<file path="src/rtl/uart_brg_defs.vh">
// constants for the baud generator and receive fifo channel
// assumes byte addresses on a 32-bit avalon bus, one word per register
`ifndef UART_BRG_DEFS_VH
`define UART_BRG_DEFS_VH

// register byte offsets
`define OFS_DIV_LO      8'h00
`define OFS_DIV_HI      8'h04
`define OFS_FIFO_CTRL   8'h08
`define OFS_RX_COUNT    8'h0C
`define OFS_DATA        8'h10
`define OFS_CHAN_CTRL   8'h14
`define OFS_IRQ_STATUS  8'h18
`define OFS_IRQ_MASK    8'h1C
`define OFS_LINE_STATUS 8'h20

// fifo_control_reg fields
`define FCR_TRIG_LSB    0
`define FCR_RANGE_BIT   2
`define FCR_FRAC_LSB    3

// channel control fields
`define CCR_ENABLE_BIT  0
`define CCR_RXIE_BIT    1

// reset values
`define RST_DIV         16'h0000
`define RST_DIV_LO      8'h00
`define RST_FCR         6'h00
`define RST_CCR         2'h0
`define RST_MASK        4'h0

// fifo geometry and frame shape
`define FIFO_DEPTH      3'h4
`define DATA_BITS       4'h8
`define TX_FRAME_BITS   4'hA

`endif
</file>
<file path="src/rtl/bit_timer.v">
// bit-time counter with fractional modulation and three sample strobes
// assumes divisor and fraction are held steady during a frame
`timescale 1ns/1ps
`default_nettype none

module bit_timer (
    // clock and reset
    input  wire        clk_in,
    input  wire        rst_n_in,
    // control
    input  wire        restart_in,
    input  wire [15:0] divisor_in,
    input  wire [2:0]  fraction_in,
    input  wire        range_sel_in,
    // strobes
    output wire        bit_end_out,
    output wire [2:0]  sample_out
);

    reg  [15:0] cnt_q;
    reg  [3:0]  acc_q;
    reg         ext_q;
    wire [3:0]  low_sum;
    wire [15:0] last;
    wire [15:0] half;

    ////////////////////////////////////////////////////////////////////////
    // carry out of the low three accumulator bits lengthens the bit
    assign low_sum     = {1'b0, acc_q[2:0]} + {1'b0, fraction_in};
    assign last        = divisor_in - 16'h0001 + {15'h0000, ext_q};
    assign bit_end_out = (cnt_q == last);
    assign half        = {1'b0, divisor_in[15:1]};

    // sample points from the bit start; range 1 moves the first two earlier
    assign sample_out[0] = range_sel_in ? (cnt_q == half - 16'h0001) : (cnt_q == half);
    assign sample_out[1] = range_sel_in ? (cnt_q == half) : (cnt_q == half + 16'h0001);
    assign sample_out[2] = (cnt_q == half + 16'h0002);

    ////////////////////////////////////////////////////////////////////////
    // free-running counter, restart loads the fraction into the accumulator so start bit adds first
    always @(posedge clk_in) begin
        if (!rst_n_in) begin
            cnt_q <= 16'h0000;
            acc_q <= 4'h0;
            ext_q <= 1'b0;
        end else if (restart_in) begin
            cnt_q <= 16'h0000;
            acc_q <= {1'b0, fraction_in};
            ext_q <= 1'b0;
        end else if (bit_end_out) begin
            cnt_q <= 16'h0000;
            acc_q <= acc_q + {1'b0, fraction_in};
            ext_q <= low_sum[3];
        end else begin
            cnt_q <= cnt_q + 16'h0001;
        end
    end

endmodule // bit_timer

`default_nettype wire

</file>
<file path="src/rtl/rx_bit_vote.v">
// three-sample majority vote for one received bit
// assumes the line input is already synchronous to the clock
`timescale 1ns/1ps
`default_nettype none

module rx_bit_vote (
    // clock and reset
    input  wire       clk_in,
    input  wire       rst_n_in,
    // line and strobes
    input  wire       line_in,
    input  wire [2:0] sample_in,
    // decision
    output wire       bit_out
);

    reg [2:0] smp_q;

    ////////////////////////////////////////////////////////////////////////
    // one flop per sample point
    genvar i;
    generate
        for (i = 0; i < 3; i = i + 1) begin : g_smp
            always @(posedge clk_in) begin
                if (!rst_n_in) begin
                    smp_q[i] <= 1'b1;
                end else if (sample_in[i]) begin
                    smp_q[i] <= line_in;
                end
            end
        end
    endgenerate

    // majority tolerates one glitched sample
    assign bit_out = (smp_q[0] & smp_q[1]) | (smp_q[0] & smp_q[2]) | (smp_q[1] & smp_q[2]);

endmodule // rx_bit_vote

`default_nettype wire

</file>
<file path="src/rtl/uart_baud_gen_rx_fifo.v">
// uart channel: baud generator, simple 8n1 shifters, 4-byte receive fifo
// assumes an avalon-mm master and a serial input synchronous to clk_in
//
// What this block does
// - bit time is divisor plus fraction over eight uart clocks
// - a free-running 16-bit timer times each bit from the divisor
// - modulation added each bit; carry out of bit 2 adds one clock
// - sample points depend on range select around half the divisor
// - trigger level 00 needs 4 bytes, else 1, 2 or 3 or more
// - receive-available with receiver irq enable raises the interrupt
// - receive fifo is empty after reset
// - unread count rises per byte in, falls per byte read
// - fifth byte waits in holding register, sixth replaces it, count stays 4
// - unread count cleared on reset and around channel enable
// - unread count reads as a 3-bit read-only value
// - unused upper bits of fifo control and count read zero
// - lsb first, transmitter and receiver share rate and format
//
// The implementer's own choices: the Avalon-MM interface to the registers and the register addresses.
`include "uart_brg_defs.vh"
`timescale 1ns/1ps
`default_nettype none

module uart_baud_gen_rx_fifo (
    // clock and reset
    input  wire        clk_in,
    input  wire        rst_n_in,
    // avalon-mm slave
    input  wire [7:0]  avs_address_in,
    input  wire        avs_read_in,
    input  wire        avs_write_in,
    input  wire [31:0] avs_writedata_in,
    output reg  [31:0] avs_readdata_out,
    output reg         avs_waitrequest_out,
    // serial line
    input  wire        rx_line_in,
    output reg         tx_line_out,
    // interrupt
    output reg         irq_out
);

    ////////////////////////////////////////////////////////////////////////
    // registers
    reg  [7:0]  div_lo_q;
    reg  [15:0] div_q;
    reg  [5:0]  fcr_q;
    reg  [1:0]  ccr_q;
    reg  [3:0]  irq_stat_q;
    reg  [3:0]  irq_mask_q;
    reg  [31:0] rd_mux;

    wire [2:0]  fraction   = fcr_q[`FCR_FRAC_LSB +: 3];
    wire        range_sel  = fcr_q[`FCR_RANGE_BIT];
    wire [1:0]  trig_level = fcr_q[`FCR_TRIG_LSB +: 2];
    wire        chan_en    = ccr_q[`CCR_ENABLE_BIT];
    wire        rx_ie      = ccr_q[`CCR_RXIE_BIT];

    // bus handshake: take at edge 0, complete at edge 1
    wire        req      = avs_read_in | avs_write_in;
    wire        done     = req & ~avs_waitrequest_out;
    wire        wr_done  = done & avs_write_in;
    wire        rd_done  = done & avs_read_in;
    wire [7:0]  wbyte    = avs_writedata_in[7:0];

    ////////////////////////////////////////////////////////////////////////
    // receive fifo storage
    reg  [7:0]  fifo_q [0:3];
    reg  [1:0]  wr_ptr_q;
    reg  [1:0]  rd_ptr_q;
    reg  [2:0]  count_q;
    reg  [7:0]  hold_q;
    reg         hold_v_q;
    reg         avail_q;
    reg         avail_d;

    // receiver state
    localparam RX_IDLE  = 2'h0;
    localparam RX_START = 2'h1;
    localparam RX_DATA  = 2'h2;
    localparam RX_STOP  = 2'h3;
    reg  [1:0]  rx_state_q;
    reg  [3:0]  rx_bits_q;
    reg  [7:0]  rx_shift_q;
    reg         rx_prev_q;
    reg         byte_in;
    reg         frame_err;
    reg         rx_restart;

    // transmitter state
    reg         tx_busy_q;
    reg  [9:0]  tx_shift_q;
    reg  [3:0]  tx_bits_q;
    reg         tx_done_ev;

    wire        rx_bit_end;
    wire [2:0]  rx_sample;
    wire        rx_bit;
    wire        tx_bit_end;
    wire        tx_start = wr_done & (avs_address_in == `OFS_DATA) & ~tx_busy_q & chan_en;

    ////////////////////////////////////////////////////////////////////////
    // timers and voter; tx and rx use the same divisor and fraction
    bit_timer u_rx_timer (
        .clk_in       (clk_in),
        .rst_n_in     (rst_n_in),
        .restart_in   (rx_restart),
        .divisor_in   (div_q),
        .fraction_in  (fraction),
        .range_sel_in (range_sel),
        .bit_end_out  (rx_bit_end),
        .sample_out   (rx_sample)
    );

    bit_timer u_tx_timer (
        .clk_in       (clk_in),
        .rst_n_in     (rst_n_in),
        .restart_in   (tx_start),
        .divisor_in   (div_q),
        .fraction_in  (fraction),
        .range_sel_in (range_sel),
        .bit_end_out  (tx_bit_end),
        .sample_out   ()
    );

    rx_bit_vote u_vote (
        .clk_in    (clk_in),
        .rst_n_in  (rst_n_in),
        .line_in   (rx_line_in),
        .sample_in (rx_sample),
        .bit_out   (rx_bit)
    );

    ////////////////////////////////////////////////////////////////////////
    // receive frame control, combinational events
    always @* begin
        rx_restart = 1'b0;
        byte_in    = 1'b0;
        frame_err  = 1'b0;
        if (chan_en && rx_state_q == RX_IDLE && rx_prev_q && !rx_line_in) begin
            rx_restart = 1'b1;
        end
        if (chan_en && rx_state_q == RX_STOP && rx_bit_end) begin
            byte_in   = 1'b1;
            frame_err = ~rx_bit;
        end
    end

    // receiver sequencing; data shifted in lsb first
    always @(posedge clk_in) begin
        if (!rst_n_in) begin
            rx_state_q <= RX_IDLE;
            rx_bits_q  <= 4'h0;
            rx_shift_q <= 8'h00;
            rx_prev_q  <= 1'b1;
        end else begin
            rx_prev_q <= rx_line_in;
            if (!chan_en) begin
                rx_state_q <= RX_IDLE;
            end else begin
                case (rx_state_q)
                    RX_IDLE: begin
                        if (rx_restart) begin
                            rx_state_q <= RX_START;
                        end
                    end
                    RX_START: begin
                        if (rx_bit_end) begin
                            rx_bits_q  <= 4'h0;
                            rx_state_q <= rx_bit ? RX_IDLE : RX_DATA;  // false start drops out
                        end
                    end
                    RX_DATA: begin
                        if (rx_bit_end) begin
                            rx_shift_q <= {rx_bit, rx_shift_q[7:1]};
                            rx_bits_q  <= rx_bits_q + 4'h1;
                            if (rx_bits_q == `DATA_BITS - 4'h1) begin
                                rx_state_q <= RX_STOP;
                            end
                        end
                    end
                    RX_STOP: begin
                        if (rx_bit_end) begin
                            rx_state_q <= RX_IDLE;
                        end
                    end
                    default: begin
                        rx_state_q <= RX_IDLE;
                    end
                endcase
            end
        end
    end

    ////////////////////////////////////////////////////////////////////////
    // fifo push/pop; a full fifo parks the next byte in the holding register
    wire       pop       = rd_done & (avs_address_in == `OFS_DATA) & (count_q != 3'h0);
    wire       full      = (count_q == `FIFO_DEPTH);
    wire       push_hold = pop & hold_v_q;
    wire       push_new  = byte_in & ~hold_v_q & (~full | pop);
    wire       push      = push_hold | push_new;
    wire [7:0] push_data = push_hold ? hold_q : rx_shift_q;
    wire       park      = byte_in & ~push_new;
    wire       overrun   = park & hold_v_q & ~push_hold;  // sixth byte lost the fifth

    always @(posedge clk_in) begin
        if (!rst_n_in || !chan_en) begin
            wr_ptr_q <= 2'h0;
            rd_ptr_q <= 2'h0;
            count_q  <= 3'h0;
            hold_v_q <= 1'b0;
            hold_q   <= 8'h00;
        end else begin
            if (push) begin
                fifo_q[wr_ptr_q] <= push_data;
                wr_ptr_q         <= wr_ptr_q + 2'h1;
            end
            if (pop) begin
                rd_ptr_q <= rd_ptr_q + 2'h1;
            end
            // net change; stays at 4 while the parked byte moves in
            count_q <= count_q + {2'h0, push} - {2'h0, pop};
            if (park) begin
                hold_q   <= rx_shift_q;
                hold_v_q <= 1'b1;
            end else if (push_hold) begin
                hold_v_q <= 1'b0;
            end
        end
    end

    // trigger level compare; code 00 means a full fifo
    always @* begin
        case (trig_level)
            2'h0:    avail_d = (count_q == `FIFO_DEPTH);
            2'h1:    avail_d = (count_q >= 3'h1);
            2'h2:    avail_d = (count_q >= 3'h2);
            2'h3:    avail_d = (count_q >= 3'h3);
            default: avail_d = 1'b0;
        endcase
    end

    ////////////////////////////////////////////////////////////////////////
    // transmitter: 8n1 frame, start bit first, data lsb first
    always @(posedge clk_in) begin
        if (!rst_n_in) begin
            tx_busy_q   <= 1'b0;
            tx_shift_q  <= 10'h3FF;
            tx_bits_q   <= 4'h0;
            tx_line_out <= 1'b1;
            tx_done_ev  <= 1'b0;
        end else begin
            tx_done_ev <= 1'b0;
            if (!chan_en) begin
                tx_busy_q   <= 1'b0;
                tx_line_out <= 1'b1;
            end else if (tx_start) begin
                tx_busy_q   <= 1'b1;
                tx_shift_q  <= {1'b1, wbyte, 1'b0};
                tx_bits_q   <= 4'h0;
                tx_line_out <= 1'b0;
            end else if (tx_busy_q && tx_bit_end) begin
                tx_shift_q  <= {1'b1, tx_shift_q[9:1]};
                tx_line_out <= tx_shift_q[1];
                tx_bits_q   <= tx_bits_q + 4'h1;
                if (tx_bits_q == `TX_FRAME_BITS - 4'h1) begin
                    tx_busy_q   <= 1'b0;
                    tx_line_out <= 1'b1;
                    tx_done_ev  <= 1'b1;
                end
            end
        end
    end

    ////////////////////////////////////////////////////////////////////////
    // register writes; divisor low is staged until the high byte commits
    always @(posedge clk_in) begin
        if (!rst_n_in) begin
            div_lo_q   <= `RST_DIV_LO;
            div_q      <= `RST_DIV;
            fcr_q      <= `RST_FCR;
            ccr_q      <= `RST_CCR;
            irq_mask_q <= `RST_MASK;
        end else if (wr_done) begin
            case (avs_address_in)
                `OFS_DIV_LO:    div_lo_q   <= wbyte;
                `OFS_DIV_HI:    div_q      <= {wbyte, div_lo_q};
                `OFS_FIFO_CTRL: fcr_q      <= wbyte[5:0];
                `OFS_CHAN_CTRL: ccr_q      <= wbyte[1:0];
                `OFS_IRQ_MASK:  irq_mask_q <= wbyte[3:0];
                default:        ccr_q      <= ccr_q;  // count and status ignore writes
            endcase
        end
    end

    ////////////////////////////////////////////////////////////////////////
    // sticky status; a new event in the clearing cycle survives the read
    wire [3:0] irq_set = {tx_done_ev, frame_err, overrun, avail_d & ~avail_q};
    wire       stat_rd = rd_done & (avs_address_in == `OFS_IRQ_STATUS);

    always @(posedge clk_in) begin
        if (!rst_n_in) begin
            irq_stat_q <= 4'h0;
            avail_q    <= 1'b0;
            irq_out    <= 1'b0;
        end else begin
            avail_q    <= avail_d;
            irq_stat_q <= (stat_rd ? 4'h0 : irq_stat_q) | irq_set;
            irq_out    <= (avail_d & rx_ie) | (|(irq_stat_q & irq_mask_q));
        end
    end

    ////////////////////////////////////////////////////////////////////////
    // read mux; upper bits and unmapped addresses read zero
    always @* begin
        rd_mux = 32'h0000_0000;
        case (avs_address_in)
            `OFS_DIV_LO:      rd_mux[7:0] = div_lo_q;
            `OFS_DIV_HI:      rd_mux[7:0] = div_q[15:8];
            `OFS_FIFO_CTRL:   rd_mux[5:0] = fcr_q;
            `OFS_RX_COUNT:    rd_mux[2:0] = count_q;
            `OFS_DATA:        rd_mux[7:0] = (count_q != 3'h0) ? fifo_q[rd_ptr_q] : 8'h00;
            `OFS_CHAN_CTRL:   rd_mux[1:0] = ccr_q;
            `OFS_IRQ_STATUS:  rd_mux[3:0] = irq_stat_q;
            `OFS_IRQ_MASK:    rd_mux[3:0] = irq_mask_q;
            `OFS_LINE_STATUS: rd_mux[2:0] = {hold_v_q, tx_busy_q, avail_d};
            default:          rd_mux      = 32'h0000_0000;
        endcase
    end

    // one wait cycle per access; read data latched when the request is taken
    always @(posedge clk_in) begin
        if (!rst_n_in) begin
            avs_waitrequest_out <= 1'b1;
            avs_readdata_out    <= 32'h0000_0000;
        end else if (req && avs_waitrequest_out) begin
            avs_waitrequest_out <= 1'b0;
            avs_readdata_out    <= avs_read_in ? rd_mux : 32'h0000_0000;
        end else begin
            avs_waitrequest_out <= 1'b1;
        end
    end

endmodule // uart_baud_gen_rx_fifo

`default_nettype wire

</file>
<file path="config.mk">
export PLATFORM = sky130hd
export DESIGN_NAME = uart_baud_gen_rx_fifo
export DESIGN_NICKNAME = d
export VERILOG_FILES = /design/src/rtl/bit_timer.v /design/src/rtl/rx_bit_vote.v /design/src/rtl/uart_baud_gen_rx_fifo.v
export VERILOG_INCLUDE_DIRS = /design/src /design/src/rtl
export SDC_FILE = /design/constraint.sdc
export NUM_CORES = 1
export LEC_CHECK = 0
export ABC_AREA = 1
export BUFFER_PORTS_ARGS = -buffer_cell sky130_fd_sc_hd__buf_2
export CAP_MARGIN = 20
export CORE_MARGIN = 4
export CORE_UTILIZATION = 35
export DETAILED_ROUTE_END_ITERATION = 16
export GPL_TIMING_DRIVEN = 0
export SYNTH_ARGS = -nofsm -noshare
export SYNTH_HDL_FRONTEND = slang
export SYNTH_SLANG_ARGS = --single-unit
</file>
<file path="constraint.sdc">
create_clock -name clk_in -period 4.35 [get_ports clk_in]
set_input_delay 0.435 -clock clk_in [delete_from_list [all_inputs] [get_ports clk_in]]
set_output_delay 0.435 -clock clk_in [all_outputs]
set_load 0.01 [all_outputs]
</file>
After elaboration in Yosys (flattened, before gate mapping)
Memories as Yosys holds them, arrays and structs flattened. A register that Yosys moved wholly into a read port is not among the register bits.
Cells that the tools add are included.
{ "totals": {"regBits": 168, "mem_bits_rw": 32, "output_inout_bits": 35, "elab_cells": 210, "mem_count": 1} }
{ "mem_list": {"columns": ["name", "depth", "word_bits", "rd", "rd_ports_with_merged_regs", "write_ports", "line", "rtl"], "rows": [
  ["fifo_q", 4, 8, 1, 1, 1, "uart_baud_gen_rx_fifo.v:67", "reg [7:0] fifo_q [0:3];"]
]} }
{ "op_classes": {"add_sub_neg": 18, "order_cmp": 3, "n_eq_ne": 28, "muxes": 48, "bitwise_logic": 39, "reduce_logical": 38} }
{ "op_table": {"columns": ["cell", "count"], "rows": [
  ["== test 16 bit", 5],
  ["adder 16 x 1 -> 16 bit", 2],
  ["adder 16 x 1 -> 16 bit (second input constant)", 2],
  ["== test 8 x 5 -> 1 bit (second input constant)", 4],
  ["2-to-1 mux 8 bit", 3],
  ["AND 1 bit", 20],
  ["2-to-1 mux 10 bit", 2],
  ["2-to-1 mux 4 bit", 5],
  ["2-to-1 mux 1 bit", 18],
  ["case mux 2 bit (9 select lines)", 1],
  ["adder 15 x 1 -> 16 bit (second input constant)", 1],
  ["adder 15 x 2 -> 16 bit (second input constant)", 1],
  ["== test 16 x 15 -> 1 bit", 1],
  ["== test 8 x 4 -> 1 bit (second input constant)", 2],
  ["2-to-1 mux 2 bit", 8],
  ["case mux 2 bit (4 select lines)", 2],
  ["AND reduction 2 bit", 8],
  ["subtractor 15 x 1 -> 16 bit (second input constant)", 1],
  ["subtractor 16 x 1 -> 16 bit (second input constant)", 1],
  ["2-to-1 mux 3 bit", 4],
  ["nonzero test 2 bit", 6],
  ["NOT 1 bit", 11],
  ["!= test 2 bit (second input constant)", 5],
  ["adder 3 x 3 -> 4 bit", 2],
  ["34 further kinds", 59]
]} }

Logic depth before layout (Yosys ltp)
Gate-level depths: netlist (run 1).
{ "depth": {"word_depth": 12, "depth_mapped": 28, "mapped_depth_nobuf": 27} }

Cells and area by module
From an unflattened synthesis (run 1), not the netlist that was laid out.
{ "unflattened": {"hier_cells": 1744, "hier_area_um2": 11984.0} }
{ "by_module_without_submodules": {"columns": ["mod", "n_inst", "cells_each", "area_each_um2"], "rows": [
  ["uart_baud_gen_rx_fifo", 1, 749, 6070.8],
  ["bit_timer", 2, 488, 2891.5],
  ["rx_bit_vote", 1, 19, 130.1]
]} }

Least setup slack after synthesis (run 1)
OpenSTA, ideal clock, no wires.
{ "synth_path": {"path_type": "reg2reg", "startpoint": "register div_q[1]", "endpoint": "register count_q[2]", "arrival_time_ns": 3.638, "setup_slack_ns": 0.592, "stages_incl_launch_ff": 26, "n_path_buf": 1, "period_less_slack_ns": 3.758, "cell_sequence": "dfxtp_1 clkbuf_1 inv_1 ha_1 inv_1 ha_1 nand3_1 nor2_1 nand3_1 nor2_2 nand3_1 clkinv_1 nand3_1 nand2_1 nand3_1 nor2_4 nand4_2 nand2_1 inv_1 ha_1 inv_1 ha_1 inv_1 fa_1 xnor2_1 nor2_1"} }
{ "synth_via": {"elab_chain_len": 10} }
{ "synth_rtl": {"columns": ["element", "line", "rtl"], "rows": [
  ["from (decl)", "uart_baud_gen_rx_fifo.v:45", "reg [15:0] div_q;"],
  ["from (signal assigned)", "uart_baud_gen_rx_fifo.v:279", "div_q <= `RST_DIV;"],
  ["from (signal assigned)", "uart_baud_gen_rx_fifo.v:286", "`OFS_DIV_HI: div_q <= {wbyte, div_lo_q};"],
  ["subtractor 16 x 1 -> 16 bit", "bit_timer.v:30", "assign last = divisor_in - 16'h0001 + {15'h0000, ext_q};"],
  ["adder 16 x 1 -> 16 bit", "bit_timer.v:30", null],
  ["== test 16 bit", "bit_timer.v:31", "assign bit_end_out = (cnt_q == last);"],
  ["logical AND 1 bit", "uart_baud_gen_rx_fifo.v:142", "if (chan_en && rx_state_q == RX_STOP && rx_bit_end) begin"],
  ["2-to-1 mux 1 bit", "uart_baud_gen_rx_fifo.v:142", null],
  ["AND 1 bit (2 in series)", "uart_baud_gen_rx_fifo.v:199", "wire push_new = byte_in & ~hold_v_q & (~full | pop);"],
  ["bitwise OR 1 bit", "uart_baud_gen_rx_fifo.v:200", "wire push = push_hold | push_new;"],
  ["adder 3 x 1 -> 3 bit", "uart_baud_gen_rx_fifo.v:221", "count_q <= count_q + {2'h0, push} - {2'h0, pop};"],
  ["subtractor 3 x 1 -> 3 bit", "uart_baud_gen_rx_fifo.v:221", null],
  ["to (signal assigned)", "uart_baud_gen_rx_fifo.v:221", null],
  ["to (decl)", "uart_baud_gen_rx_fifo.v:70", "reg [2:0] count_q;"]
]} }
No other way between the ends.
A chain may end at the register's enable or synchronous reset.

Worst setup path in the final report (run 1)
Ends and elaborated chain as after synthesis.

==> results.md, run 1 <==
Status:
- The run finished with clean final reports.

STA:
- Setup repair after global routing left no endpoint under its margin.
- The final count of negative-setup-slack endpoints is 0.
- After layout, the worst setup slack is 315 ps.
- The hold violation total from the final report came to 0.
- The tightest hold margin is 233 ps.
- Between clock sinks in the finished design, the worst skew comes to 20.1 ps.
- The routed design could run at a clock period as short as 4030 ps.
- In this run the tightest slew margin relative to its limit is 42.2%.
- The maximum clock frequency is 248 MHz.
- The final worst-path cycle share is 92.8%.
- For the pin with the worst max-slew slack, the measured transition is 861 ps.
- The max-slew violation total from the final report is 0.

Power and ir drop:
- IR analysis of the VDD net gives a maximum drop of 0.256 mV.
- The completed layout was analyzed and its total power is 0.00348 W.
- In this run the power density over the cells is 278 mW/mm2.
- The leakage power is 5.33 nW.

Min path:
- The tightest min-delay check is of the in2reg type.
- The number of cells on the worst hold path is 3.
- The endpoint with the worst hold slack is u_vote.smp_q[0].
- The hold path startpoint is rx_line_in.

Route:
- The final layout contains routed wiring with a total length of 31.7 mm.
- Before antenna repair, the detailed router went through 7 iterations.
- For this run, design rule violations remaining after detail routing come to 0.
- The number of DRC markers after the initial detailed-route iteration is 785.
- The via-per-instance ratio is 4.99.
- In this run the remaining antenna-violating nets after routing total 0.
- The total number of vias is 10200.
- The routed wirelength normalized by instance count is 15.5 um.

Flow run:
- Max-cap violations in this run came to 0.

Critical path:
- The most common cell type on the critical path is nor2_1.
- The type of the setup path with the least slack is reg2reg.
- The critical path data arrival time is 4370 ps.
- The count of buffer and inverter cells on the critical path is 6.
- The delay of the slowest cell on the worst path is 370 ps.
- The worst register-to-register path begins at div_q[1].
- Across all register-to-register paths, the minimum setup slack is 320 ps.
- The worst register-to-register path has a depth of 25.
- Of all nets on the critical path, the largest fanout is 8.
- The critical path depth is 25.
- The worst setup path is launched from a register.
- The worst setup path is captured at a register.
- The slowest library cell on the worst path is ha_2.
- Broken down by cell family, the worst path's largest delay share belongs to adder cells.
- The worst reg2reg path endpoint is count_q[2].
- The critical path data required time is 4680 ps.

Place:
- The post-placement worst setup slack is -368 ps.
- The congestion estimate from routability-driven global placement came to 0.883.
- The post-detailed-placement half-perimeter wirelength is 24.7 mm.
- The quantity of I/O buffers inserted on ports is 31.
- The cell area after placement is 0.0118 mm2.

Yosys:
- The fraction of the mapped netlist area in compound gates is 11.3%.
- The mapped cell area is 0.0110 mm2.
- Counting flops with an async set or reset pin after synthesis yields a share of 0%.
- In the synthesized netlist, the cells that appear most often are nand2_1 (366), nor2_1 (178), inv_1 (159).
- The synthesized netlist devotes 3.83% of its cell area to adder and majority cells.
- The multiplexer share of the synthesized area is 0%.
- The largest total area in the synthesized netlist belongs to dfxtp_1.
- The most used standard cell by instance count after synthesis is nand2_1.
- Of the total synthesized cell area, the portion taken by AND, OR, NAND and NOR gates is 34.6%.
- The combinational family with the most area after synthesis is simple AND/OR/NAND/NOR gates.
- The synthesized flop and latch total is 174.
- During synthesis, Yosys emitted a total of 0 warnings.
- The synthesized instance count is 1561.
- Counting distinct cell types in the post-synthesis netlist gives 60.
- The count of flip-flops with a built-in enable after synthesis is 32.
- For this run, the leading register cell type out of synthesis is dfxtp_1.
- Summing the sequential cell areas from Yosys gives 34.5% of the chip area.
- The post-synthesis xor/xnor area fraction is 6.23%.
- By area the synthesized netlist is led by dfxtp_1 (26%), nand2_1 (12%), edfxtp_1 (8.7%).
- After synthesis, the largest area contributor takes up 25.8% of total cell area.
- The synthesized area per cell is 7.07 um2.

Clock tree:
- The CTS buffer count is 17.
- The TritonCTS clock tree is yes.
- In this run the deepest clock path goes through 2 buffers.
- In this run the clock root is driven by a clkbuf_16.
- The tree built by TritonCTS fans out to 174 sinks.
- The number of H-tree levels is 4.
- The quantity of hold-fixing buffers added after cts is 0.
- The clock transition at the register clock pins on the worst setup and hold paths after CTS is 90 ps.
- For the worst-skew pair, the clock arrives at the later sink with an insertion delay of 450 ps.

GRT:
- Entering global routing, the biggest net connects 23 pins.
- The global-route wire length before repair is 50.9 mm.
- The global routing's busiest layer is met2.
- Global routing used 18.5% of the available tracks.
- The fraction of met1 tracks used by global routing is 24.1%.
- The number of global-route vias before repair is 9523.
- The sum of overflow across all layers after global routing is 0.
- The met3 demand-to-capacity share in global routing is 2.85%.
- The initial antenna violation count is 0.
- The global-route track usage on met2 is 32.5%.

Cells and area:
- The area growth from synthesis to layout is 13.5%.
- The layout net count is 1715.
- The area taken by flip-flops and latches is 0.00380 mm2.
- The fraction of layout cells with a size suffix above 1 is 13.0%.
- The summed area of non-filler cells in the final layout is 0.0125 mm2.
- The multi-input combinational cells in the finished layout cover a total of 0.00634 mm2.
- The repair_antennas step left the layout with diodes totalling 0.
- The final-layout fill cell count is 3189.

Floorplan:
- The vertical extent of the die is 186 um.
- The number of placement rows is 64.
- The die outline area is 0.0344 mm2.
- For this design the top-level I/O count stands at 80.
- The effective utilization at floorplan is 35.8%.
- The placeable core region is 0.0308 mm2.
- The horizontal die dimension is 186 um.
placed cells by master (no fill, tap or decap), types with 15 or more instances in the layout:
cell / synthesis / final
inv_1: 159 / 157
nand3_1: 115 / 113
nand2_1: 366 / 363
xnor2_1: 17 / 17
clkbuf_1: 26 / 25
nand4_1: 18 / 18
buf_4: 25 / 28
a21oi_1: 93 / 93
nand2_2: 18 / 21
dfxtp_1: 142 / 141
edfxtp_1: 32 / 32
xor2_1: 59 / 59
clkbuf_16: 0 / 17
ha_1: 29 / 26
nor4_1: 15 / 15
nor3_1: 28 / 28
buf_2: 7 / 38
nor2_1: 178 / 177
nand3_2: 13 / 15
o21ai_0: 74 / 74
conb_1: 1 / 24
cells by family after synthesis:
family | after synthesis
DFF | 174
xor gates and xnor gates | 77
AOI/OAI and AO/OA | 219
buffers and inverters | 241
and+or+nand+nor | 817
other | 1
adders and majority gates | 32
area by class of cell:
class                      count  share of cell area (%)
clock inverter                15                    1.76
clock buffer                  17                    3.39
buffer                        66                    3.19
multi-input combinational   1169                    50.6
sequential                   174                    30.4
tap                          396                    3.95
inverter                     175                    5.27
timing repair buffer          35                    1.50
registers in the layout, summed over array words and instances (netlist names), 6 cells and up, named ones only:
name / cells
div_lo_q: 8
hold_q: 8
tx_shift_q: 8
div_q: 16
fifo_q: 32
u_tx_timer.cnt_q: 16
u_rx_timer.cnt_q: 16
fcr_q: 6
rx_shift_q: 8
avs_readdata_out: 8
metrics by stage:
stage / util [%] / setup TNS [ps] / cells
2_1_floorplan: - / 0 / 1584
3_3_place_gp: 38.2 / -6530 / 2011
3_5_place_dp: 38.2 / -8030 / 2012
4_1_cts: 40.4 / 0 / 2045
5_1_grt: 40.6 / 0 / 2047
6_report: 40.6 / 0 / 2047
worst reg2reg max path, cell delays in order, from the launching register on:
cell and delay (ps):
dfxtp_1 360, buf_6 160, clkinvlp_4 130, ha_2 370
inv_2 70, ha_4 230, xor2_1 150, nor2_1 120
nand3_1 80, nor2_1 120, nand2_1 80, nor2_1 110
nand2_1 70, nor2_2 140, nand3_1 140, nor2_4 180
nand4_4 140, nand2_2 130, inv_1 50, ha_1 270
inv_1 80, ha_1 140, inv_1 40, fa_1 370
xnor2_1 170, nor2_1 50
routing by layer:
layer | vias up | wire length (um)
li1 | 5202 | -
met1 | 4770 | 14300
met2 | 210 | 15600
met3 | 35 | 1270
met4 | 0 | 546
met5 | - | 0
worst max path at each step:
stage	startpoint	end	slack [ps]
after detailed placement	div_q[1]	count_q[2]	-370
after global routing	div_q[1]	count_q[2]	30
after global placement	div_q[1]	count_q[2]	-320
after floorplan	div_q[1]	count_q[2]	590
final	div_q[1]	count_q[2]	320
after CTS	div_q[1]	count_q[2]	20
power by group:
group / total (W) / switching, W / internal, W
clock network: 0.00168 / 0.000862 / 0.000814
logic: 0.000153 / 0.000101 / 0.0000524
registers: 0.00165 / 0.00000963 / 0.00164
timing repair:
item                       CTS  global route
buffers inserted             1             2
setup endpoints to repair   34            34
pin swaps                    1             2
gates resized for setup      5            16
(Power assumes the default switching activity.)
==> run 2: changes to the inputs <==
--- a/config.mk
+++ b/config.mk
@@ -15,4 +15,5 @@
 export GPL_TIMING_DRIVEN = 0
 export SYNTH_ARGS = -nofsm -noshare
 export SYNTH_HDL_FRONTEND = slang
+export SYNTH_HIERARCHICAL = 1
 export SYNTH_SLANG_ARGS = --single-unit
==> results.md, run 2 <==
Clock tree:
- The clock latency at the later pin of the worst-skew pair was 440 ps (about the same).
- The root buffer cell chosen for the clock tree is clkbuf_16.
- The TritonCTS clock tree is yes.
- The clock sink count came to 174 (unchanged).
- The clock transition at the register clock pins on the worst setup and hold paths after CTS came to 70 ps (-20 ps).
- The CTS buffer count came to 17 (unchanged).
- The number of H-tree levels was 4 (unchanged).
- The maximum count of clock buffers along a single path was 2 (unchanged).
- The number of setup buffers added after CTS is 0 (-1).
- The quantity of hold-fixing buffers added after cts is 0 (unchanged).

STA:
- The maximum clock frequency is 255 MHz (+2.8%).
- Setup repair after global routing left no endpoint under its margin.
- The time the worst path needs with I/O delays and setup is 3930 ps (-110 ps).
- The final worst-path cycle share is 90.2% (-2.5 points).
- The hold violation total from the final report came to 0 (unchanged).
- The transition at the pin with the smallest max-transition slack is 862 ps (+0.772 ps).
- The final setup skew came to 10.5 ps (-9.62 ps).
- The final count of negative-setup-slack endpoints came to 0 (unchanged).
- The worst slew margin relative to its limit was 42.1% (-0.11 points).
- The max-slew violation total from the final report came to 0 (unchanged).
- The setup total negative slack came to 0 ps (unchanged).

Critical path:
- The critical path goes through inv_1 > ha_1 > nand2_1 > inv_1 > nand2_1 > nor2_4 > nand2_1 > nand2_1 > nand2_1 > nor2_2 > nand3_1 > nor2_4 > nand2_1 > nor4_4 > o21ai_2 > nand2_4 > inv_2 > ha_1 > inv_1 > ha_1 > inv_1 > fa_1 > xnor2_1 > nor2_1.
- The critical path's top delay family is simple AND/OR/NAND/NOR gates.
- The highest fanout seen on the critical path is 11 (+3).
- The startpoint kind of the worst setup timing path is a register.
- The delay of the slowest cell on the worst path is 400 ps (+30 ps).
- The critical path data arrival time is 4240 ps (-130 ps).
- The count of buffer and inverter cells on the critical path is 5 (-1).
- STA classifies the critical path endpoint as a register.
- The most common cell type on the critical path is nand2_1.
- The critical path data required time came to 4670 ps (about the same).
- The type of the setup path with the least slack is reg2reg.
- For this design, the slowest cell found on the critical path is dfxtp_2.

GRT:
- The initial antenna violation count was 0 (unchanged).
- The number of global-route vias before repair is 9230 (-3.1%).
- The global routing usage summed across all routing layers came to 17.1% (-1.4 points).
- The maximum number of pins on one net before global-route repair came to 17 (-26%).
- The sum of overflow across all layers after global routing was 0 (unchanged).
- The global-route wire length before repair is 47.1 mm (-7.5%).

Cells and area:
- Leaving out fill and tap cells, the most frequent cell in the layout is nand2_1.
- The number of diodes added for antenna fixing came to 0 (unchanged).
- The final standard cell utilization of the core was 40.1% (-0.58 points).
- In the layout the commonest cells are nand2_1 (386), nor2_1 (193), inv_1 (183).
- The final instance count without filler cells came to 2053 (+0.29%).
- fifo_q holds more flip-flops than any other register.
- Compared with the post-synthesis result, the final layout area differs by 12.3%.
- The flip-flop count of the largest register after layout is 32 (unchanged).
- The fraction of layout cells with a size suffix above 1 is 13.6% (+0.62 points).
- The summed area of non-filler cells in the final layout is 0.0124 mm2 (-1.4%).
- The layout net count is 1721 (+0.35%).

Floorplan:
- The die outline area was 0.0343 mm2 (-0.29%).
- The vertical extent of the die came to 185 um (-0.15%).
- The placeable core region is 0.0308 mm2 (unchanged).
- The effective utilization at floorplan is 35.7% (-0.11 points).
- The I/O pin count is 80 (unchanged).
- The horizontal die dimension came to 185 um (-0.15%).
- The number of placement rows was 64 (unchanged).

Route:
- The routed wirelength normalized by instance count is 14.1 um (-9.3%).
- The remaining design rule violation count is 0 (unchanged).
- The total iterations of the first detailed-routing run came to 6 (-1).
- The routed wire length is 28.9 mm (-9.0%).
- The count of antenna-violating nets left after detailed routing came to 0 (unchanged).
- The via-per-instance ratio is 4.77 (-4.3%).
- The total number of vias is 9802 (-4.1%).
- The number of DRC markers after the initial detailed-route iteration is 647 (-18%).

Place:
- The quantity of I/O buffers inserted on ports is 31 (unchanged).
- The final estimated routing congestion in global placement is 0.904 (+2.3%).
- The cell area after placement is 0.0117 mm2 (-0.37%).
- The post-detailed-placement half-perimeter wirelength came to 22.4 mm (-9.3%).
- The number of instances in the placed design is 2021 (+0.45%).

Flow run:
- The number of maximum-capacitance violations is 0 (unchanged).

Min path:
- In this run the worst hold path is classified as in2reg.

Power and ir drop:
- The sequential cell fraction of total power came to 48.8% (+1.4 points).
- The total power is 0.00339 W (-2.6%).
- The leakage power was 5.60 nW (+5.0%).
- The share of total power in combinational logic is 5.2% (+0.8 points).
- The total net switching power was 0.000821 W (-16%).
- The largest voltage drop on the vdd net is 0.199 mV (-22%).
- The internal power came to 0.00257 W (+2.3%).
- The power density relative to cell area is 274 mW/mm2 (-1.2%).
- The share of power burned in the clock network is 46.0% (-2.2 points).
- The switching power share of the total is 24.2% (-3.7 points).

Yosys:
- The synthesized instance count is 1571 (+0.64%).
- The number of warning messages in the yosys log is 6 (+6).
- The synthesized area per cell was 7.00 um2 (-0.94%).
- The mapped cell area is 0.0110 mm2 (-0.31%).

Status:
- The flow ran to the end, and the final reports show no timing, DRC or antenna violations.
[run 2: worst register-to-register path, cell delays in order, from the launching register on]
cell,delay (ps)
dfxtp_2,400
inv_1,160
ha_1,260
nand2_1,110
inv_1,100
nand2_1,110
nor2_4,200
nand2_1,70
nand2_1,70
nand2_1,60
nor2_2,180
nand3_1,140
nor2_4,210
nand2_1,170
nor4_4,190
o21ai_2,140
nand2_4,110
inv_2,50
ha_1,280
inv_1,60
ha_1,120
inv_1,40
fa_1,380
xnor2_1,160
nor2_1,50
[run 2: final cells by class]
type	count	area [um2]
buffer	73	499
clock buffer	20	437
clock inverter	12	149
fill	3160	18500
inverter	199	754
multi-input combinational	1148	6060
sequential	174	3810
tap	396	495
timing repair buffer	31	155
[run 2: what timing repair did]
| item | 4_1_cts | 5_1_grt |
|---|---|---|
| pin swaps | 0 | 1 |
| gates resized for setup | 1 | 7 |
| setup endpoints to repair | 2 | 34 |
[run 2: routing by layer]
layer / routed length (um) / GRT usage, %
met5: 0 / 0
met4: 799 / 6.19
met3: 1240 / 2.49
met2: 13100 / 28.0
met1: 13800 / 23.1
[run 2: path summary, 6_finish.rpt]
path	startpoint	end	slack, ps	depth (start not counted)
hold / removal	rx_line_in	rx_prev_q	300	3
setup / recovery	div_q[2]	count_q[2]	420	24
hold reg to reg	avail_q	irq_stat_q[0]	430	1
setup reg to reg	div_q[2]	count_q[2]	420	24
[run 2: power by group through the flow]
stage	clock network, W	registers, W	logic, W
detailed placement	0	0.00169	0.000172
finish	0.00156	0.00165	0.000175
global route	0.00166	0.00166	0.000193
CTS	0.00159	0.00165	0.000173
global placement	0	0.00169	0.000171
floorplan	0	0.00169	0.000120
[run 2: metrics by stage]
stage | hold slack [ps] | setup WS [ps]
global route | 295 | 4.85
floorplan | 400 | 946
finish | 297 | 425
global placement | 406 | -76.7
CTS | 281 | 40.8
detailed placement | 411 | -98.3
==> run 3: changes to the inputs <==
--- a/config.mk
+++ b/config.mk
@@ -11,8 +11,8 @@
 export CAP_MARGIN = 20
 export CORE_MARGIN = 4
 export CORE_UTILIZATION = 35
+export CTS_BUF_LIST = sky130_fd_sc_hd__clkbuf_8
 export DETAILED_ROUTE_END_ITERATION = 16
-export GPL_TIMING_DRIVEN = 0
 export SYNTH_ARGS = -nofsm -noshare
 export SYNTH_HDL_FRONTEND = slang
 export SYNTH_HIERARCHICAL = 1
==> constraint.sdc (replaced) <==
create_clock -name clk_in -period 3.8 [get_ports clk_in]
set_input_delay 0.38 -clock clk_in [delete_from_list [all_inputs] [get_ports clk_in]]
set_output_delay 0.38 -clock clk_in [all_outputs]
set_load 0.01 [all_outputs]
==> results.md, run 3 (same netlist as run 2, synthesis figures left out) <==
Status:
- The flow ran to the end, and the final reports show no timing, DRC or antenna violations.

GRT:
- The number of global-route vias before repair was 8826 (-4.4%).
- The maximum number of pins on one net before global-route repair is 71 (+54).
- The initial antenna violation count was 0 (unchanged).
- The global routing usage summed across all routing layers was 16.5% (-0.59 points).
- The sum of overflow across all layers after global routing is 0 (unchanged).
- The global-route wire length before repair is 45.7 mm (-3.1%).

Clock tree:
- The clock transition at the register clock pins on the worst setup and hold paths after CTS was 100 ps (+30 ps).
- The CTS buffer count is 17 (unchanged).
- The TritonCTS clock tree is yes.
- The clock sink count came to 174 (unchanged).
- The maximum count of clock buffers along a single path is 2 (unchanged).
- The root cell of the clock tree is clkbuf_8.
- The clock latency at the later pin of the worst-skew pair came to 460 ps (+20 ps).
- The number of H-tree levels is 4 (unchanged).

Power and ir drop:
- The sequential cell fraction of total power came to 58.3% (+9.5 points).
- The switching power share of the total is 26.5% (+2.2 points).
- The total power is 0.00325 W (-4.1%).
- The total net switching power was 0.000860 W (+4.7%).
- The share of power burned in the clock network is 36.6% (-9.4 points).
- The share of total power in combinational logic is 5.1% (about the same).
- The power density relative to cell area is 273 mW/mm2 (-0.28%).
- The largest voltage drop on the vdd net is 0.179 mV (-9.8%).
- The internal power is 0.00239 W (-6.9%).
- The leakage power is 5.34 nW (-4.6%).

STA:
- The final count of negative-setup-slack endpoints is 0 (unchanged).
- The final worst-path cycle share was 92.1% (+1.9 points).
- The max-slew violation total from the final report is 0 (unchanged).
- The hold violation total from the final report was 0 (unchanged).
- The final setup skew was 15.0 ps (+4.50 ps).
- The time the worst path needs with I/O delays and setup is 3500 ps (-424 ps).
- The worst slew margin relative to its limit came to 48.7% (+6.7 points).
- The maximum clock frequency came to 286 MHz (+12%).
- The transition at the pin with the smallest max-transition slack is 763 ps (-99.0 ps).

Critical path:
- The kind of capture point of the worst setup path is a register.
- The critical path data required time is 4150 ps (-520 ps).
- The type of the setup path with the least slack is reg2reg.
- The highest fanout seen on the critical path is 2 (-9).
- The critical path data arrival time came to 3850 ps (-390 ps).
- The startpoint kind of the worst setup timing path is a register.

Cells and area:
- The flip-flop count of the largest register after layout was 32 (unchanged).
- The summed area of non-filler cells in the final layout is 0.0119 mm2 (-3.8%).
- The layout net count was 1682 (-2.3%).
- From synthesis to final layout, the design area changed by 7.97%.
- The library cell used most frequently in the layout, excluding fill and tap cells, is nand2_1.
- The final-layout fill cell count is 3180 (+0.63%).
- In the layout the commonest cells are nand2_1 (383), nor2_1 (193), inv_1 (182).
- The fraction of layout cells with a size suffix above 1 is 13.0% (-0.60 points).
- The register containing the most flip-flops in the final layout is fifo_q.

Floorplan:
- The die outline area came to 0.0343 mm2 (unchanged).
- The effective utilization at floorplan is 35.7% (unchanged).
- The I/O pin count is 80 (unchanged).
- The placeable core region came to 0.0308 mm2 (unchanged).
- The vertical extent of the die was 185 um (unchanged).
- The horizontal die dimension is 185 um (unchanged).
- The number of placement rows is 64 (unchanged).

Route:
- The count of antenna-violating nets left after detailed routing came to 0 (unchanged).
- The routed wire length is 28.2 mm (-2.3%).
- The remaining design rule violation count was 0 (unchanged).
- The number of DRC markers after the initial detailed-route iteration is 725 (+12%).
- The total iterations of the first detailed-routing run was 5 (-1).
- The routed wirelength normalized by instance count is 14.0 um (-0.50%).
- The via-per-instance ratio is 4.78 (about the same).
- The total number of vias is 9624 (-1.8%).

Place:
- The final estimated routing congestion in global placement was 0.908 (+0.49%).
- The quantity of I/O buffers inserted on ports is 31 (unchanged).
- The post-detailed-placement half-perimeter wirelength was 21.7 mm (-2.9%).
- The cell area after placement came to 0.0115 mm2 (-2.2%).

Min path:
- The worst hold path belongs to the class in2reg.

Flow run:
- The number of maximum-capacitance violations is 0 (unchanged).
==> run 3: changes by cell type in the layout (fill, tap and decap cells not counted), moves of 7 or more <==
cell | previous run | this run
clkbuf_1 | 17 | 0
clkbuf_16 | 17 | 0
clkbuf_8 | 0 | 17
buf_6 | 7 | 0
buf_2 | 48 | 31
==> run 3: layout make-up <==
class / instances / area [um2] / share of cell area [%]
tap: 396 / 495 / 4.17
sequential: 174 / 3810 / 32.0
clock buffer: 17 / 234 / 1.97
inverter: 199 / 754 / 6.35
timing repair buffer: 65 / 410 / 3.45
antenna: 1 / 2.50 / 0.0211
clock inverter: 15 / 110 / 0.927
multi-input combinational: 1148 / 6070 / 51.1
==> run 3: final timing paths <==
check | start | slack [ps] | end | depth (start not counted)
worst max-delay path | u_rx_timer/ext_q | 300 | count_q[1] | 24
worst min-delay path | avs_read_in | 200 | avs_readdata_out[6] | 3
worst min register to register | avail_q | 440 | irq_stat_q[0] | 1
worst max register to register | u_rx_timer/ext_q | 300 | count_q[1] | 24
==> run 3: stage by stage <==
step	utilization, %	hold WS [ps]	setup TNS, ps	worst slack [ps]	cells
after global routing	38.5	185	-0.519	-0.519	2014
after floorplan	-	400	0	396	1594
after CTS	38.4	173	0	116	2012
final	38.5	198	0	299	2015
after global placement	37.2	409	0	167	1980
after detailed placement	37.2	416	0	171	1980
==> run 3: power by group through the flow <==
stage | Sequential [W] | Clock (W) | Combinational [W]
floorplan | 0.00193 | 0 | 0.000138
global placement | 0.00194 | 0 | 0.000162
detailed placement | 0.00194 | 0 | 0.000164
CTS | 0.00189 | 0.00123 | 0.000165
global route | 0.00190 | 0.00131 | 0.000185
finish | 0.00189 | 0.00119 | 0.000165
==> run 3: layer usage <==
metal / wire, um / GRT usage, %
met5: 0 / 0
met4: 573 / 5.34
met3: 1230 / 2.45
met2: 13300 / 27.5
met1: 13100 / 22.1
==> run 3: what timing repair did <==
action,4_1_cts,5_1_grt
endpoints found under the setup margin,0,2
gates resized for setup,0,16
hold buffers,0,0
setup buffers,0,2
==> run 3: critical path: stages (launching register included) <==
cell     delay, ps
dfxtp_2        340
inv_1           60
ha_2           180
ha_2           270
nand2_1         60
inv_1           40
nor2_1          90
nand2_1         90
nor2_2         120
nand3_1         90
nor2_1          90
nand3_1         70
nor2_1         110
buf_4          150
nand2_2         80
nor4_4         270
o21ai_2        120
nand2_4         70
inv_2           40
ha_1           280
inv_1           60
ha_1           130
inv_1           50
fa_2           510
nor2_1          40
